[config.mk]
export PLATFORM = sky130hd
export DESIGN_NAME = adpm_top
export DESIGN_NICKNAME = d
export VERILOG_FILES = /design/src/design/adpm_pkg.sv /design/src/design/adpm_sync.sv /design/src/design/adpm_top.sv
export VERILOG_INCLUDE_DIRS = /design/src /design/src/design
export SDC_FILE = /design/constraint.sdc
export NUM_CORES = 1
export LEC_CHECK = 0
export ABC_AREA = 1
export BUFFER_PORTS_ARGS = -buffer_cell sky130_fd_sc_hd__buf_2
export CAP_MARGIN = 10
export CORE_ASPECT_RATIO = 0.5
export CORE_MARGIN = 2
export CORE_UTILIZATION = 40
export DETAILED_ROUTE_END_ITERATION = 12
export GPL_ROUTABILITY_DRIVEN = 0
export MAX_ROUTING_LAYER = met4
export PLACE_DENSITY_LB_ADDON = 0.1
export SYNTH_ARGS = -nofsm -noshare
export SYNTH_HDL_FRONTEND = slang
export SYNTH_SLANG_ARGS = --single-unit
[constraint.sdc]
create_clock -name clk_i -period 4.85 [get_ports clk_i]
set_input_delay 0 -clock clk_i [delete_from_list [all_inputs] [get_ports clk_i]]
set_output_delay 0 -clock clk_i [all_outputs]
set_load 0.005 [all_outputs]
[src/design/adpm_defs.svh]
// offsets, fields, reset values and counts of the pin mux and strap block
`ifndef ADPM_DEFS_SVH
`define ADPM_DEFS_SVH
`define ADPM_OFF_SYS_CTRL  8'h00
`define ADPM_OFF_FLAG_OUT  8'h04
`define ADPM_OFF_FLAG_OE   8'h08
`define ADPM_OFF_FLAG_IN   8'h0C
`define ADPM_OFF_STATUS    8'h10
`define ADPM_OFF_PP_ADDR   8'h14
`define ADPM_OFF_PP_WDATA  8'h18
`define ADPM_OFF_PP_CMD    8'h1C
`define ADPM_OFF_RATIO     8'h20
`define ADPM_CTRL_PP_EN    0
`define ADPM_CTRL_WIDE     1
`define ADPM_CTRL_FLAGS    20
`define ADPM_CTRL_RST      32'h0000_0000
`define ADPM_STRAP_CYC     13'h0002
`define ADPM_RATIO_3       5'h03
`define ADPM_RATIO_16      5'h10
`define ADPM_RATIO_8       5'h08
`define ADPM_RATIO_NONE    5'h00
`define ADPM_PLL_LOCK_CYC  13'h1000
`define ADPM_STROBE_CYC    3'h4
`endif

[src/design/adpm_pkg.sv]
// types of the pin mux and strap block
package adpm_pkg;
  typedef enum logic [1:0] {
    ADPM_IDLE = 2'b00,
    ADPM_ALE  = 2'b01,
    ADPM_DATA = 2'b11,
    ADPM_DONE = 2'b10
  } adpm_state_t;

  typedef enum logic [1:0] {
    ADPM_BOOT_SPI_SLAVE  = 2'b00,
    ADPM_BOOT_SPI_MASTER = 2'b01,
    ADPM_BOOT_PARALLEL   = 2'b10,
    ADPM_BOOT_INTERNAL   = 2'b11
  } adpm_boot_t;

  typedef struct packed {
    logic        ale;
    logic        rd_n;
    logic        wr_n;
    logic [15:0] ad;
    logic [15:0] ad_oe;
  } adpm_pins_t;
endpackage

[src/design/adpm_sync.sv]
// two flip-flop synchroniser for pin inputs
`timescale 1ns/1ps
module adpm_sync #(
  parameter int W = 1
) (
  input  wire logic         clk_i,
  input  wire logic         rst_i,
  input  wire logic [W-1:0] d_i,
  output logic      [W-1:0] q_o
);
  logic [W-1:0] meta_q;
  logic [W-1:0] sync_q;

  always_ff @(posedge clk_i) begin
    if (rst_i) begin
      meta_q <= '0;
      sync_q <= '0;
    end else begin
      meta_q <= d_i;
      sync_q <= meta_q;
    end
  end

  assign q_o = sync_q;
endmodule

[src/design/adpm_top.sv]
// address/data pin mux, flag mapping, strap decode and parallel port sequencer
`timescale 1ns/1ps
`include "adpm_defs.svh"
// Operation
// - pins act as flags only when control bit 20 set and parallel port off
// - pins 0..7 carry flags 8..15, pins 8..15 carry flags 0..7
// - boot straps: 00 spi slave, 01 spi master, 10 parallel eprom, 11 rom
// - ratio straps: 00 3:1, 01 16:1, 10 8:1, 11 reserved
// - 8-bit: ale phase A15-8 low, A23-16 high; then D7-0 low, A7-0 high
// - 16-bit: ale phase A15-0; then D15-0
// - read, write and latch strobes always driven, never high impedance
// - start-up ratio from straps; software may change it once the core runs
// - core starts 4096 input clock cycles after reset release
module adpm_top (
  input  wire logic              clk_i,
  input  wire logic              rst_i,
  input  wire logic              cyc_i,
  input  wire logic              stb_i,
  input  wire logic              we_i,
  input  wire logic [7:0]        adr_i,
  input  wire logic [3:0]        sel_i,
  input  wire logic [31:0]       dat_i,
  output logic      [31:0]       dat_o,
  output logic                   ack_o,
  input  wire logic [15:0]       addr_data_pins_i,
  input  wire logic [1:0]        boot_select_straps_i,
  input  wire logic [1:0]        clock_ratio_straps_i,
  output adpm_pkg::adpm_pins_t   pins_o,
  output adpm_pkg::adpm_boot_t   boot_mode_o,
  output logic      [4:0]        core_ratio_o,
  output logic                   core_run_o
);
  logic [15:0] ad_s;
  logic [3:0]  straps_s;

  adpm_sync #(.W(16)) u_sync_ad (
    .clk_i (clk_i),
    .rst_i (rst_i),
    .d_i   (addr_data_pins_i),
    .q_o   (ad_s)
  );

  adpm_sync #(.W(4)) u_sync_strap (
    .clk_i (clk_i),
    .rst_i (rst_i),
    .d_i   ({boot_select_straps_i, clock_ratio_straps_i}),
    .q_o   (straps_s)
  );

  logic [31:0]           sys_ctrl_q, sys_ctrl_d;
  logic [15:0]           flag_out_q, flag_out_d;
  logic [15:0]           flag_oe_q, flag_oe_d;
  logic [15:0]           flag_in_q, flag_in_d;
  logic [23:0]           pp_addr_q, pp_addr_d;
  logic [15:0]           pp_wdata_q, pp_wdata_d;
  logic [15:0]           pp_rdata_q, pp_rdata_d;
  logic [4:0]            ratio_q, ratio_d;
  logic                  ratio_rsvd_q, ratio_rsvd_d;
  adpm_pkg::adpm_boot_t  boot_q, boot_d;
  logic                  strap_done_q, strap_done_d;
  logic [12:0]           lock_cnt_q, lock_cnt_d;
  logic                  locked_q, locked_d;
  adpm_pkg::adpm_state_t st_q, st_d;
  logic                  is_read_q, is_read_d;
  logic [2:0]            strb_cnt_q, strb_cnt_d;
  logic                  ack_q, ack_d;
  logic [31:0]           dat_q, dat_d;
  adpm_pkg::adpm_pins_t  pins_q, pins_d;

  logic        req;
  logic        wr;
  logic [31:0] wmask;
  logic        flag_mode;
  logic        wide;
  logic        start_wr;
  logic        start_rd;

  assign req       = cyc_i & stb_i & ~ack_q;
  assign wr        = req & we_i;
  assign wmask     = {{8{sel_i[3]}}, {8{sel_i[2]}}, {8{sel_i[1]}}, {8{sel_i[0]}}};
  // parallel port enable has priority: flags only with the port off
  assign flag_mode = sys_ctrl_q[`ADPM_CTRL_FLAGS] & ~sys_ctrl_q[`ADPM_CTRL_PP_EN];
  assign wide      = sys_ctrl_q[`ADPM_CTRL_WIDE];
  // cycles start only with the port on, the core running and the sequencer idle
  assign start_wr  = wr & (adr_i == `ADPM_OFF_PP_WDATA) & sel_i[0];
  assign start_rd  = wr & (adr_i == `ADPM_OFF_PP_CMD) & sel_i[0] & dat_i[0];

  // straps and clock ratio
  always_comb begin
    strap_done_d = strap_done_q;
    boot_d       = boot_q;
    ratio_d      = ratio_q;
    ratio_rsvd_d = ratio_rsvd_q;
    lock_cnt_d   = lock_cnt_q;
    locked_d     = locked_q;
    if (!strap_done_q) begin
      // waits until the synchroniser has flushed its reset zeros
      if (lock_cnt_q == `ADPM_STRAP_CYC) begin
        strap_done_d = 1'b1;
        boot_d       = adpm_pkg::adpm_boot_t'(straps_s[3:2]);
        ratio_rsvd_d = 1'b0;
        case (straps_s[1:0])
          2'b00:   ratio_d = `ADPM_RATIO_3;
          2'b01:   ratio_d = `ADPM_RATIO_16;
          2'b10:   ratio_d = `ADPM_RATIO_8;
          default: begin
            ratio_d      = `ADPM_RATIO_NONE;
            ratio_rsvd_d = 1'b1;
          end
        endcase
      end
    end else if (wr && adr_i == `ADPM_OFF_RATIO && sel_i[0] && locked_q) begin
      ratio_d      = dat_i[4:0];
      ratio_rsvd_d = 1'b0;
    end
    if (!locked_q) begin
      lock_cnt_d = lock_cnt_q + 13'h0001;
      locked_d   = (lock_cnt_d == `ADPM_PLL_LOCK_CYC);
    end
  end

  always_ff @(posedge clk_i) begin
    if (rst_i) begin
      strap_done_q <= 1'b0;
      boot_q       <= adpm_pkg::ADPM_BOOT_SPI_SLAVE;
      ratio_q      <= `ADPM_RATIO_NONE;
      ratio_rsvd_q <= 1'b0;
      lock_cnt_q   <= 13'h0000;
      locked_q     <= 1'b0;
    end else begin
      strap_done_q <= strap_done_d;
      boot_q       <= boot_d;
      ratio_q      <= ratio_d;
      ratio_rsvd_q <= ratio_rsvd_d;
      lock_cnt_q   <= lock_cnt_d;
      locked_q     <= locked_d;
    end
  end

  // register file and bus answer
  always_comb begin
    sys_ctrl_d = sys_ctrl_q;
    flag_out_d = flag_out_q;
    flag_oe_d  = flag_oe_q;
    pp_addr_d  = pp_addr_q;
    pp_wdata_d = pp_wdata_q;
    // flag inputs mirror the pin halves swapped
    flag_in_d  = {ad_s[7:0], ad_s[15:8]};
    ack_d      = req;
    dat_d      = 32'h0000_0000;
    if (wr) begin
      case (adr_i)
        `ADPM_OFF_SYS_CTRL: sys_ctrl_d = (sys_ctrl_q & ~wmask) | (dat_i & wmask);
        `ADPM_OFF_FLAG_OUT: flag_out_d = (flag_out_q & ~wmask[15:0])
                                       | (dat_i[15:0] & wmask[15:0]);
        `ADPM_OFF_FLAG_OE:  flag_oe_d = (flag_oe_q & ~wmask[15:0]) | (dat_i[15:0] & wmask[15:0]);
        `ADPM_OFF_PP_ADDR:  pp_addr_d = (pp_addr_q & ~wmask[23:0]) | (dat_i[23:0] & wmask[23:0]);
        `ADPM_OFF_PP_WDATA: pp_wdata_d = (pp_wdata_q & ~wmask[15:0])
                                       | (dat_i[15:0] & wmask[15:0]);
        default:            sys_ctrl_d = sys_ctrl_q;
      endcase
    end
    if (req && !we_i) begin
      case (adr_i)
        `ADPM_OFF_SYS_CTRL: dat_d = sys_ctrl_q;
        `ADPM_OFF_FLAG_OUT: dat_d = {16'h0000, flag_out_q};
        `ADPM_OFF_FLAG_OE:  dat_d = {16'h0000, flag_oe_q};
        `ADPM_OFF_FLAG_IN:  dat_d = {16'h0000, flag_in_q};
        `ADPM_OFF_STATUS:   dat_d = {24'h00_0000, locked_q, (st_q != adpm_pkg::ADPM_IDLE),
                                     ratio_rsvd_q, boot_q, straps_s[1:0], 1'b0};
        `ADPM_OFF_PP_ADDR:  dat_d = {8'h00, pp_addr_q};
        `ADPM_OFF_PP_WDATA: dat_d = {16'h0000, pp_wdata_q};
        `ADPM_OFF_PP_CMD:   dat_d = {16'h0000, pp_rdata_q};
        `ADPM_OFF_RATIO:    dat_d = {27'h000_0000, ratio_q};
        default:            dat_d = 32'h0000_0000;
      endcase
    end
  end

  always_ff @(posedge clk_i) begin
    if (rst_i) begin
      sys_ctrl_q <= `ADPM_CTRL_RST;
      flag_out_q <= 16'h0000;
      flag_oe_q  <= 16'h0000;
      flag_in_q  <= 16'h0000;
      pp_addr_q  <= 24'h00_0000;
      pp_wdata_q <= 16'h0000;
      ack_q      <= 1'b0;
      dat_q      <= 32'h0000_0000;
    end else begin
      sys_ctrl_q <= sys_ctrl_d;
      flag_out_q <= flag_out_d;
      flag_oe_q  <= flag_oe_d;
      flag_in_q  <= flag_in_d;
      pp_addr_q  <= pp_addr_d;
      pp_wdata_q <= pp_wdata_d;
      ack_q      <= ack_d;
      dat_q      <= dat_d;
    end
  end

  // parallel port sequencer and pin drive
  always_comb begin
    st_d       = st_q;
    is_read_d  = is_read_q;
    strb_cnt_d = strb_cnt_q;
    pp_rdata_d = pp_rdata_q;
    pins_d.ale   = 1'b0;
    pins_d.rd_n  = 1'b1;
    pins_d.wr_n  = 1'b1;
    pins_d.ad    = 16'h0000;
    pins_d.ad_oe = 16'h0000;
    case (st_q)
      adpm_pkg::ADPM_IDLE: begin
        if ((start_wr || start_rd) && sys_ctrl_q[`ADPM_CTRL_PP_EN] && locked_q) begin
          st_d      = adpm_pkg::ADPM_ALE;
          is_read_d = start_rd;
        end
      end
      adpm_pkg::ADPM_ALE: begin
        st_d       = adpm_pkg::ADPM_DATA;
        strb_cnt_d = `ADPM_STROBE_CYC;
      end
      adpm_pkg::ADPM_DATA: begin
        strb_cnt_d = strb_cnt_q - 3'h1;
        if (strb_cnt_q == 3'h1) begin
          st_d = adpm_pkg::ADPM_DONE;
          // sampled late in the strobe to cover the two-stage input path
          if (is_read_q) begin
            pp_rdata_d = wide ? ad_s : {8'h00, ad_s[7:0]};
          end
        end
      end
      adpm_pkg::ADPM_DONE: st_d = adpm_pkg::ADPM_IDLE;
      default:             st_d = adpm_pkg::ADPM_IDLE;
    endcase
    // pin values for the coming cycle, from the next state
    if (flag_mode) begin
      pins_d.ad    = {flag_out_q[7:0], flag_out_q[15:8]};
      pins_d.ad_oe = {flag_oe_q[7:0], flag_oe_q[15:8]};
    end else if (st_d == adpm_pkg::ADPM_ALE) begin
      pins_d.ale   = 1'b1;
      pins_d.ad_oe = 16'hFFFF;
      pins_d.ad    = wide ? pp_addr_q[15:0] : pp_addr_q[23:8];
    end else if (st_d == adpm_pkg::ADPM_DATA) begin
      pins_d.rd_n  = ~is_read_d;
      pins_d.wr_n  = is_read_d;
      if (wide) begin
        pins_d.ad    = pp_wdata_q;
        pins_d.ad_oe = is_read_d ? 16'h0000 : 16'hFFFF;
      end else begin
        pins_d.ad    = {pp_addr_q[7:0], pp_wdata_q[7:0]};
        pins_d.ad_oe = is_read_d ? 16'hFF00 : 16'hFFFF;
      end
    end
  end

  always_ff @(posedge clk_i) begin
    if (rst_i) begin
      st_q         <= adpm_pkg::ADPM_IDLE;
      is_read_q    <= 1'b0;
      strb_cnt_q   <= 3'h0;
      pp_rdata_q   <= 16'h0000;
      pins_q.ale   <= 1'b0;
      pins_q.rd_n  <= 1'b1;
      pins_q.wr_n  <= 1'b1;
      pins_q.ad    <= 16'h0000;
      pins_q.ad_oe <= 16'h0000;
    end else begin
      st_q       <= st_d;
      is_read_q  <= is_read_d;
      strb_cnt_q <= strb_cnt_d;
      pp_rdata_q <= pp_rdata_d;
      pins_q     <= pins_d;
    end
  end

  assign pins_o       = pins_q;
  assign boot_mode_o  = boot_q;
  assign core_ratio_o = ratio_q;
  assign core_run_o   = locked_q;
  assign ack_o        = ack_q;
  assign dat_o        = dat_q;
endmodule

=== After elaboration in Yosys (flattened, before gate mapping) ===
Index checks and enable logic that the tools add are counted.

* Eq/ne operators: 19
* Bitwise logic cells: 31
* Reductions and logical operators: 26
* Multiplexer cells: 27
* Add/subtract/negate cells: 2

{| class="wikitable"
|+ Operators by type and width
! cell !! number
|-
| $pmux 32 s9 || 1
|-
| $mux 32 || 4
|-
| $and 16x16->16 || 4
|-
| $and 32x32->32 || 2
|-
| $and 24x24->24 || 2
|-
| $mux 16 || 3
|-
| $or 16x16->16 || 3
|-
| $eq 8x5->1 const B || 4
|-
| $not 32->32 || 1
|-
| $or 32x32->32 || 1
|-
| $not 24->24 || 1
|-
| $or 24x24->24 || 1
|-
| $eq 8x4->1 const B || 2
|-
| $not 16->16 || 1
|-
| $mux 5 || 3
|-
| $pmux 5 s3 || 1
|-
| $reduce_and 2->1 || 7
|-
| $add 13x1->13 const B || 1
|-
| $eq 13x13->1 const B || 1
|-
| $eq 13x2->1 const B || 1
|-
| $mux 1 || 10
|-
| $and 1x1->1 || 9
|-
| $eq 2x2->1 const B || 4
|-
| $eq 8x3->1 const B || 1
|-
| other kinds (20) || 37
|}

* Flip-flop bits (word level): 273
* Input port bits: 69
* Output and inout bits: 76

=== Depth between registers and ports, before layout ===
Gate-level depths: netlist of the first run.

* Depth after elaboration: 16
* Gate-level depth with buffers: 13
* Mapped depth without buffers: 12

=== By module ===
A second synthesis of the first run with hierarchy kept.

* Cells, all modules: 1452
* Area, all modules: 10956.8 µm²

{| class="wikitable"
|+ Modules (own cells, without submodules)
! module !! times used !! area each (µm²) !! cells each !! sequential area each (µm²)
|-
| adpm_top || 1 || 9810.7 || 1328 || 4664.5
|-
| adpm_sync (u_sync_ad) || 1 || 914.6 || 99 || 640.6
|-
| adpm_sync (u_sync_strap) || 1 || 231.5 || 25 || 160.2
|}

=== Least setup slack after synthesis of the first run ===
Ideal clock, no wire load.

* Kind: register -> register
* From: register strb_cnt_q[1]
* To: register pins_q, in the netlist pins_o[14]
* Required time: 4.793 ns
* Library setup time: 0.057 ns
* Buffers on the path: 0
* Arrival time: 1.478 ns
* Cell stages (with the launch flop): 10
* Path slack: 3.315 ns
* Cells stage by stage: dfxtp_1 inv_1 ha_1 nand2_1 a21oi_1 nor2_1 nand3_1 nand3_1 nand2_1 inv_1

* Cells in the longest elaborated chain, start to end: 7

{| class="wikitable"
|+ Ends and longest elaborated chain
! item !! line !! text
|-
| start, declared || adpm_top.sv:65 || <nowiki>logic [2:0] strb_cnt_q, strb_cnt_d;</nowiki>
|-
| start signal, assigned || adpm_top.sv:272 || <nowiki>strb_cnt_q <= strb_cnt_d;</nowiki>
|-
| $eq 3x1->1 (*) || adpm_top.sv:226 || <nowiki>if (strb_cnt_q == 3'h1) begin</nowiki>
|-
| $mux 2 (*) || adpm_top.sv:226 ||
|-
| $pmux 2 s4 (*) || adpm_top.sv:213 || <nowiki>case (st_q)</nowiki>
|-
| $eq 2x2->1 || adpm_top.sv:245 || <nowiki>end else if (st_d == adpm_pkg::ADPM_DATA) begin</nowiki>
|-
| $mux 32 || adpm_top.sv:245 ||
|-
| $mux 32 (*) || adpm_top.sv:241 || <nowiki>end else if (st_d == adpm_pkg::ADPM_ALE) begin</nowiki>
|-
| $mux 32 (*) || adpm_top.sv:238 || <nowiki>if (flag_mode) begin</nowiki>
|-
| end signal, assigned || adpm_top.sv:274 || <nowiki>pins_q <= pins_d;</nowiki>
|-
| end, declared || adpm_top.sv:68 || <nowiki>adpm_pkg::adpm_pins_t pins_q, pins_d;</nowiki>
|}

Mark *: on every way between the ends. The rest lies on a longest branch, timed or not.
A chain may end at the register's enable or synchronous reset.

==> reports/summary.txt, run 1 <==
=========================================================================================
Design Area, Final                                                             0.0134 mm2
Result of the run                                                               completed
Initial standard-cell utilization of the core                                       0.409
Critical path class                                                            reg -> reg
Number of clock sinks                                                                 273
Leading cell types by total area after synthesis                             sky130_fd_sc_hd__dfxtp_1 (50%), sky130_fd_sc_hd__a21oi_1 (8.5%), sky130_fd_sc_hd__nand2_1 (7.7%), sky130_fd_sc_hd__inv_1 (7.5%), sky130_fd_sc_hd__o21ai_0 (6.5%)
Root Buffer                                                                  sky130_fd_sc_hd__clkbuf_16
Number of hold violations in the final report                                           0
Length of routed met2 wiring                                                      14.7 mm
Cell area after synthesis                                                      0.0109 mm2
Total detailed-routing wirelength                                                 35.0 mm
Number of library cell types mapped by synthesis                                       36
Number of synthesized flops with an enable pin                                          0
Via count of the first global-routing pass                                           9509
Crit Reg-Reg Startpoint                                                             ack_o
H-tree lvl count                                                                        1
Top layer used by detailed routing                                                   met4
Element type at the critical path end                                            register
Static power due to leakage                                                       5.50 nW
I/O pins                                                                              145
Total Negative Setup Slacks                                                          0 ps
Share of final-layout standard cells stronger than drive strength 1                 0.145
Placeable Area                                                                 0.0265 mm2
Final setup skew                                                                  19.4 ps
Placed wire-length estimate after detailed placement                              25.0 mm
# placed instances                                                                   1879
Source of the worst hold timing path                                             sel_i[3]
Cts repair resizes                                                                      0
Initial DRT Pass Iterations                                                             5
Maximum resistive drop on vdd                                                    0.254 mV
Number of cells on the worst reg-to-reg path                                            7
Critical Path Start Type                                                         register
Routed wire length per instance                                                   17.6 um
Clock slew seen by the registers of the worst setup and hold paths                  70 ps
Post-Route M1 WL                                                                  17.0 mm
Number of storage elements in the synthesis netlist                                   273
Number of buffers on the longest clock path                                             3
Post-layout net count                                                                1695
Remaining Overflow, GRT                                                                 0
Worst Hold Slack                                                                  47.3 ps
Global-route wire length before repair                                            54.3 mm
Post-DR vias/cell                                                                    5.07
Part of the Yosys area used for sequential elements                                 0.503
Post-synthesis net count                                                             1522
Most frequent standard cell in the layout excluding fill and tap cells       sky130_fd_sc_hd__dfxtp_1
Pin slew with the least headroom to its limit                                      919 ps
Commonest register cell after synthesis                                      sky130_fd_sc_hd__dfxtp_1
Required time reported for the critical path endpoint                             5340 ps
Die footprint                                                                  0.0286 mm2
Count of vias placed by the detailed router                                         10100
Max Freq                                                                        0.387 GHz
Iteration-0 DRC count of the detailed router                                          911
Setup repair after global routing missed its margin                                    no
Skew-Pair Late Insertion Delay                                                     550 ps
Number of warnings printed during yosys synthesis                                       0
Type of the tightest min-delay check                                            in -> reg
Syn-to-layout area delta                                                            23.1%
Worst setup slack for register-to-register paths                                  2270 ps
Count of mapped cells out of synthesis                                               1449
Antenna diode count                                                                     0
Leading cell types in the layout, fill and taps excluded                     sky130_fd_sc_hd__dfxtp_1 (273), sky130_fd_sc_hd__nand2_1 (224), sky130_fd_sc_hd__inv_1 (216), sky130_fd_sc_hd__a21oi_1 (185), sky130_fd_sc_hd__buf_2 (143)
Power, Total                                                                      4.68 mW
Crit path time final                                                              2580 ps
Proportion of register bits with asynchronous set or reset after synthesis              0
Number of buffers inserted to repair setup after CTS                                    0
Endpoints failing setup                                                                 0
Final critical-path share of the clock period                                       0.533
Horizontal extent of the die                                                       237 um
Final WS setup                                                                    2270 ps
Die span in y                                                                      121 um
Max-slew headroom at the worst pin                                                  0.387
Final cell count without fillers                                                     1993
Number of buffers added by the clock tree synthesis step                               26
Maximum number of pins on one net before global-route repair                           66
# port buffers                                                                        144
Final Core Density                                                                  0.504
# hold bufs at CTS                                                                     67
Average size of a mapped cell                                                    7.50 um2
Pre-CTS setup slack                                                               2530 ps
Post-synthesis cell type with the largest combined area                      sky130_fd_sc_hd__dfxtp_1
Met3 wire length                                                                  2.51 mm
DRT antenna net count                                                                   0
Number of antenna violations at the first check in global routing                       1
Portion of synthesized cell area occupied by the leading cell type                  0.503
CTS tree                                                                            built
Placement Rows                                                                         42
Cell Pwr Density                                                               350 mW/mm2
Instance area after placement                                                  0.0118 mm2
Max-cap violations                                                                      0
Number of design rule violations left after detail routing                              0
Worst EP arrival                                                                  3080 ps
Number of instances on the worst hold path                                              3
Total global-route track usage                                                      0.252
Maximum fanout along the worst path                                                    13
Max Transition Viols Final                                                              0
=========================================================================================
-- cell type report --
class / count / area, um2
Fill cell: 2601 / 13200
Sequential cell: 273 / 5470
Multi-Input combinational cell: 877 / 4260
Timing Repair Buffer: 218 / 1450
Inverter: 226 / 848
Clock buffer: 35 / 756
Tap cell: 352 / 440
Clock inverter: 12 / 158
-- routing by layer --
metal	global-route usage	vias up
met1	0.364	4636
met4	0.0574	0
met3	0.0432	70
li1	-	5021
met5	-	-
met2	0.367	373
-- cell families (layout without fill, tap and decap cells) --
group | count (synthesis) | in the layout | synth area share
xor+xnor | 2 | 2 | 0.00161
compound gates | 401 | 401 | 0.198
fa+ha+maj | 4 | 4 | 0.00461
simple gates | 470 | 470 | 0.187
flops | 273 | 273 | 0.503
buf+inv | 299 | 491 | 0.105
-- worst max-delay path by stage --
stage / depth (start not counted) / to / slack (ps) / startpoint
after floorplan: 9 / pins_o[14] / 3320 / strb_cnt_q[1]
after global placement: 9 / register / 2640 / adr_i[7]
after detailed placement: 9 / register / 2530 / adr_i[7]
after CTS: 7 / register / 2360 / ack_o
after global routing: 7 / register / 2130 / ack_o
final: 7 / register / 2270 / ack_o
-- synth_stat cells, types with 8 or more instances --
cell type	instances
sky130_fd_sc_hd__a21oi_1	185
sky130_fd_sc_hd__nor2_2	8
sky130_fd_sc_hd__nand4_1	10
sky130_fd_sc_hd__o211ai_1	19
sky130_fd_sc_hd__dfxtp_1	273
sky130_fd_sc_hd__nand2_1	224
sky130_fd_sc_hd__nor2_1	119
sky130_fd_sc_hd__inv_1	217
sky130_fd_sc_hd__o21ai_1	16
sky130_fd_sc_hd__clkbuf_1	57
sky130_fd_sc_hd__a21oi_2	9
sky130_fd_sc_hd__o22ai_1	14
sky130_fd_sc_hd__o21ai_0	142
sky130_fd_sc_hd__nand3_1	74
sky130_fd_sc_hd__a211oi_1	12
sky130_fd_sc_hd__nor3_1	17
sky130_fd_sc_hd__buf_2	9
-- worst max-delay path: stages, from the launching register on --
cell                            delay (ps)
sky130_fd_sc_hd__dfxtp_1               330
sky130_fd_sc_hd__inv_1                  50
sky130_fd_sc_hd__nand4_1               230
sky130_fd_sc_hd__nor2_4                470
sky130_fd_sc_hd__nand3_1               150
sky130_fd_sc_hd__dlygate4sd3_1         610
sky130_fd_sc_hd__a21oi_1               140
sky130_fd_sc_hd__dlygate4sd3_1         560
-- power by group --
| group | internal [mW] | leakage, nW | switching [mW] |
|---|---|---|---|
| clock | 1.26 | 0.440 | 0.915 |
| combinational | 0.0852 | 2.85 | 0.128 |
| sequential | 2.27 | 2.21 | 0.0195 |
| total | 3.62 | 5.50 | 1.06 |
No activity file was read; power rests on OpenSTA's default activity.
==> run 2: changes to the inputs <==
- clock period: 4.85 -> 2.28 ns (I/O delays scaled with it)
==> run 2 against run 1 <==
Against the previous run: clock power grew 110%; maximum frequency grew 33%; largest power group unchanged; utilization grew 0.35 points; sequential share of layout area shrank 0.28 points; flip-flop and latch count is the same; cell count grew 0.70%; clock skew grew 4.8 ps; register-to-register slack lost 1900 ps.
==> reports/summary.txt, run 2 (synthesis gave the netlist of run 1 again) <==
=====================================================================================
Number of clock sinks                                                             273
Crit path time final                                                          1940 ps
Switching power share of the total                                              0.225
Iteration-0 DRC count of the detailed router                                      854
Required time reported for the critical path endpoint                         2740 ps
Setup repair after global routing missed its margin                                no
Element type at the critical path end                                        register
CTS tree                                                                        built
Die span in y                                                                  121 um
Count of vias placed by the detailed router                                     10230
Number of antenna violations at the first check in global routing                   0
Cell with the largest stage delay on the worst path                      sky130_fd_sc_hd__dfxtp_1
Maximum fanout along the worst path                                                17
Number of design rule violations left after detail routing                          0
H-tree lvl count                                                                    1
Number of instances on the worst hold path                                          5
Biggest cell delay along the critical path                                     320 ps
Instance area after placement                                              0.0119 mm2
Number of hold violations in the final report                                       0
Max-slew headroom at the worst pin                                              0.570
Total detailed-routing wirelength                                             35.0 mm
Count of cell instances traversed by the critical path                              9
Result of the run                                                           completed
Worst EP arrival                                                              2400 ps
Cell-internal power                                                           7.63 mW
Critical Path Start Type                                                     register
Sequential standard cell area                                             0.00547 mm2
Initial standard-cell utilization of the core                                   0.409
Worst path top cell family by delay                                      simple AND/OR/NAND/NOR gates
Remaining Overflow, GRT                                                             0
Crit path buf inv count                                                             2
Final setup skew                                                              24.2 ps
Initial DRT Pass Iterations                                                         7
Relative contribution of sequential cells to total power                        0.495
Root Buffer                                                              sky130_fd_sc_hd__clkbuf_16
Final critical-path share of the clock period                                   0.851
Endpoints failing setup                                                             0
Critical path class                                                        reg -> reg
Maximum number of pins on one net before global-route repair                      112
Cts repair resizes                                                                  0
Skew-Pair Late Insertion Delay                                                 550 ps
Horizontal extent of the die                                                   237 um
Filler cell count                                                                2606
Placed wire-length estimate after detailed placement                          25.3 mm
I/O pins                                                                          145
DRT antenna net count                                                               0
Multi-input gate area                                                     0.00426 mm2
Number of buffers added by the clock tree synthesis step                           26
Placement Rows                                                                     42
Pin slew with the least headroom to its limit                                  644 ps
Post-layout net count                                                            1709
Cell Pwr Density                                                           731 mW/mm2
Antenna diode count                                                                 0
Maximum resistive drop on vdd                                                0.443 mV
Share of power burned in the clock network                                      0.459
Total global-route track usage                                                  0.254
Combinational cell fraction of total power                                      0.047
Design Area, Final                                                         0.0135 mm2
Max Freq                                                                    0.515 GHz
Static power due to leakage                                                   5.56 nW
Net switching power figure                                                    2.21 mW
Max Transition Viols Final                                                          0
Via count of the first global-routing pass                                       9655
Routed wire length per instance                                               17.4 um
Critical path, cell by cell                                              inv_1 > nand4_1 > inv_2 > nand3_4 > nand2_4 > nand2_4 > a21oi_1 > nand2_1 > nand2_1
Post-DR vias/cell                                                                5.10
Global-route wire length before repair                                        54.7 mm
Type of the tightest min-delay check                                        in -> reg
Syn-to-layout area delta                                                        24.0%
Number of buffers on the longest clock path                                         3
Leading cell types in the layout, fill and taps excluded                 sky130_fd_sc_hd__dfxtp_1 (273), sky130_fd_sc_hd__nand2_1 (224), sky130_fd_sc_hd__inv_1 (216), sky130_fd_sc_hd__a21oi_1 (185), sky130_fd_sc_hd__buf_2 (143)
Number of buffers inserted to repair setup after CTS                                0
Most frequent standard cell in the layout excluding fill and tap cells   sky130_fd_sc_hd__dfxtp_1
Share of final-layout standard cells stronger than drive strength 1             0.153
# port buffers                                                                    144
Placeable Area                                                             0.0265 mm2
Total Negative Setup Slacks                                                      0 ps
Clock slew seen by the registers of the worst setup and hold paths              70 ps
Number of cells on the worst reg-to-reg path                                        9
Die footprint                                                              0.0286 mm2
Max-cap violations                                                                  0
=====================================================================================
-- run 2: changes by cell type in the layout (fill, tap and decap cells not counted) --
cell and delta:
sky130_fd_sc_hd__clkbuf_1 +2, sky130_fd_sc_hd__clkinv_2 +3, sky130_fd_sc_hd__clkinv_4 -1, sky130_fd_sc_hd__buf_12 +2
sky130_fd_sc_hd__inv_6 -1, sky130_fd_sc_hd__buf_4 +15, sky130_fd_sc_hd__clkbuf_8 -2, sky130_fd_sc_hd__dlygate4sd3_1 -3
sky130_fd_sc_hd__clkinvlp_4 -1
-- run 2: metrics by stage --
step,util,power [mW],setup slack [ps],hold slack [ps],cells
finish,0.507,9.84,339,59.2,2007
global route,0.507,10.2,219,87.0,2007
CTS,0.507,9.90,405,39.1,2007
detailed placement,0.450,5.35,417,208,1896
global placement,0.450,5.35,439,212,1896
floorplan,-,5.16,745,107,1449
-- run 2: per-layer routing --
layer  GRT usage  share of wire  wire length (um)  vias to the layer above
li1            -              -                 -                     5055
met1       0.353           0.48             16700                     4741
met2       0.372           0.42             14600                      374
met3      0.0578          0.081              2840                       60
met4      0.0672          0.024               825                        0
met5           -              0                 0                        -
-- run 2: area by class of cell --
type | instances | share of cell area
inverters | 226 | 0.0630
well taps | 352 | 0.0327
multi-input cells | 877 | 0.316
flip-flops and latches | 273 | 0.406
repair buffers | 232 | 0.117
clock inverters | 12 | 0.0110
clock buffers | 35 | 0.0546
-- run 2: tightest hold or removal path, stage by stage --
cell and delay [ps]:
sky130_fd_sc_hd__buf_2 120, sky130_fd_sc_hd__nand3_1 160, sky130_fd_sc_hd__nor2_2 110, sky130_fd_sc_hd__nand4_1 100, sky130_fd_sc_hd__a21oi_1 70
-- run 2: power groups by stage --
stage | logic, mW | registers (mW) | clock network (mW)
floorplan | 0.202 | 4.96 | 0
CTS | 0.456 | 4.87 | 4.58
global placement | 0.373 | 4.97 | 0
detailed placement | 0.376 | 4.98 | 0
global route | 0.513 | 4.87 | 4.80
finish | 0.460 | 4.87 | 4.51
-- run 2: repair_timing --
action | 4_1_cts | 5_1_grt
hold buffers | 64 | 0
setup endpoints to repair | 0 | 0
hold endpoints to repair | 133 | 0
-- run 2: path summary, 6_finish.rpt --
check	slack [ps]	to	startpoint
max	340	pins_o[33]	ack_o
max reg2reg	340	pins_o[33]	ack_o
min	60	register	adr_i[2]
min reg2reg	400	u_sync_ad.q_o[15]	u_sync_ad.meta_q[15]
==> run 3: changes to the inputs <==
- CORE_UTILIZATION: 40 -> 52
==> run 3 against run 2 <==
Against the previous run: sequential power barely moved; clock-buffer cell count fell by 2; highest routed layer unchanged; critical path depth fell by 1; largest power group unchanged; register-to-register slack got worse by 190 ps; setup slack got worse by 190 ps.
==> reports/summary.txt, run 3 (synthesis gave the netlist of run 1 again) <==
=====================================================================================
Cts repair resizes                                                                  0
Most frequent standard cell in the layout excluding fill and tap cells   sky130_fd_sc_hd__dfxtp_1
Number of antenna violations at the first check in global routing                   0
Critical Path Start Type                                                     register
Initial standard-cell utilization of the core                                   0.530
Post-DR vias/cell                                                                5.40
Skew-Pair Late Insertion Delay                                                 520 ps
Number of buffers on the longest clock path                                         3
Launch point of the critical path                                               ack_o
Global-route wire length before repair                                        51.7 mm
# port buffers                                                                    144
Maximum fanout along the worst path                                                10
Crit path time final                                                          2130 ps
# hold bufs at CTS                                                                 77
Maximum resistive drop on vdd                                                0.375 mV
Result of the run                                                           completed
Number of cells on the worst reg-to-reg path                                        8
Setup repair after global routing missed its margin                                no
Final Core Density                                                              0.659
Number of design rule violations left after detail routing                          0
Clock slew seen by the registers of the worst setup and hold paths              70 ps
Endpoints failing setup                                                             0
Sequential standard cell area                                             0.00547 mm2
Total Negative Setup Slacks                                                      0 ps
Count of vias placed by the detailed router                                     10478
Share of final-layout standard cells stronger than drive strength 1             0.153
Placed wire-length estimate after detailed placement                          23.6 mm
Cell Pwr Density                                                           730 mW/mm2
Placement Rows                                                                     37
Power, Total                                                                  9.87 mW
Post-layout net count                                                            1724
Final setup skew                                                              10.5 ps
Syn-to-layout area delta                                                        24.4%
Maximum number of pins on one net before global-route repair                       72
Type of the tightest min-delay check                                        in -> reg
Combinational cell fraction of total power                                      0.048
Count of cell instances traversed by the critical path                              8
Horizontal extent of the die                                                   208 um
I/O pins                                                                          145
Final cell count without fillers                                                 1942
Final critical-path share of the clock period                                   0.936
Switching power share of the total                                              0.216
Cell with the largest stage delay on the worst path                      sky130_fd_sc_hd__dlygate4sd3_1
Crit Reg-Reg Startpoint                                                         ack_o
Worst setup slack for register-to-register paths                               150 ps
Static power due to leakage                                                   5.65 nW
Number of hold violations in the final report                                       0
Net switching power figure                                                    2.13 mW
Instance area after placement                                              0.0119 mm2
Die footprint                                                              0.0221 mm2
Multi-input gate area                                                     0.00426 mm2
Required time reported for the critical path endpoint                         2690 ps
Cell-internal power                                                           7.74 mW
Max Freq                                                                    0.469 GHz
Total detailed-routing wirelength                                             33.3 mm
Share of power burned in the clock network                                      0.459
Critical path, cell by cell                                              inv_1 > nand4_1 > nor2_4 > buf_4 > nand2_2 > nand2_1 > a21oi_1 > dlygate4sd3_1
Element type at the critical path end                                        register
Design Area, Final                                                         0.0135 mm2
Root Buffer                                                              sky130_fd_sc_hd__clkbuf_16
Worst EP arrival                                                              2550 ps
Pin slew with the least headroom to its limit                                  746 ps
Max-slew headroom at the worst pin                                              0.503
Routed wire length per instance                                               17.2 um
CTS tree                                                                        built
H-tree lvl count                                                                    1
Max-cap violations                                                                  0
Total global-route track usage                                                  0.306
Worst path top cell family by delay                                      buffers and inverters
# placed instances                                                               1821
Worst Hold Slack                                                              23.1 ps
Initial DRT Pass Iterations                                                         6
Crit path buf inv count                                                             3
Number of clock sinks                                                             273
Final WS setup                                                                 146 ps
Relative contribution of sequential cells to total power                        0.493
Via count of the first global-routing pass                                       9646
Number of buffers inserted to repair setup after CTS                                0
Die span in y                                                                  106 um
Iteration-0 DRC count of the detailed router                                     1179
Filler cell count                                                                1801
Leading cell types in the layout, fill and taps excluded                 sky130_fd_sc_hd__dfxtp_1 (273), sky130_fd_sc_hd__nand2_1 (224), sky130_fd_sc_hd__inv_1 (216), sky130_fd_sc_hd__a21oi_1 (185), sky130_fd_sc_hd__buf_2 (143)
Placeable Area                                                             0.0205 mm2
Antenna diode count                                                                 0
Pre-CTS setup slack                                                            445 ps
Max Transition Viols Final                                                          0
Number of buffers added by the clock tree synthesis step                           24
Remaining Overflow, GRT                                                             0
Biggest cell delay along the critical path                                     580 ps
DRT antenna net count                                                               0
Critical path class                                                        reg -> reg
Number of instances on the worst hold path                                          6
=====================================================================================
run 3: power groups by stage:
stage / Combinational (mW) / Sequential [mW] / Clock, mW
2_1_floorplan: 0.202 / 4.96 / 0
3_3_place_gp: 0.364 / 4.97 / 0
3_5_place_dp: 0.369 / 4.98 / 0
4_1_cts: 0.461 / 4.87 / 4.56
5_1_grt: 0.518 / 4.87 / 4.77
6_report: 0.476 / 4.87 / 4.53
run 3: worst min-delay path by stage:
stage	slack (ps)	from	end
after floorplan	110	addr_data_pins_i[0]	u_sync_ad.meta_q[0]
after global placement	200	boot_select_straps_i[0]	u_sync_strap.meta_q[2]
after detailed placement	210	addr_data_pins_i[14]	u_sync_ad.meta_q[14]
after CTS	10	adr_i[6]	core_ratio_o[2]
after global routing	60	adr_i[6]	core_ratio_o[2]
final	20	adr_i[6]	core_ratio_o[2]
run 3: layout make-up:
class,count,area share
clock buffers,33,0.0515
clock inverters,11,0.0135
flip-flops and latches,273,0.405
multi-input cells,877,0.315
well taps,273,0.0253
repair buffers,249,0.127
inverters,226,0.0628
run 3: routing by layer:
layer  vias up  global-route usage  routed length (um)
li1       5080                   -                   -
met1      4819               0.432               15100
met4         0               0.100                1030
met3        85              0.0638                3380
met2       494               0.437               13700
met5         -                   -                   0
run 3: worst reg2reg max path, stage by stage (launching register included):
cell,delay [ps]
sky130_fd_sc_hd__dfxtp_1,320
sky130_fd_sc_hd__inv_1,60
sky130_fd_sc_hd__nand4_1,200
sky130_fd_sc_hd__nor2_4,310
sky130_fd_sc_hd__buf_4,230
sky130_fd_sc_hd__nand2_2,160
sky130_fd_sc_hd__nand2_1,110
sky130_fd_sc_hd__a21oi_1,60
sky130_fd_sc_hd__dlygate4sd3_1,580
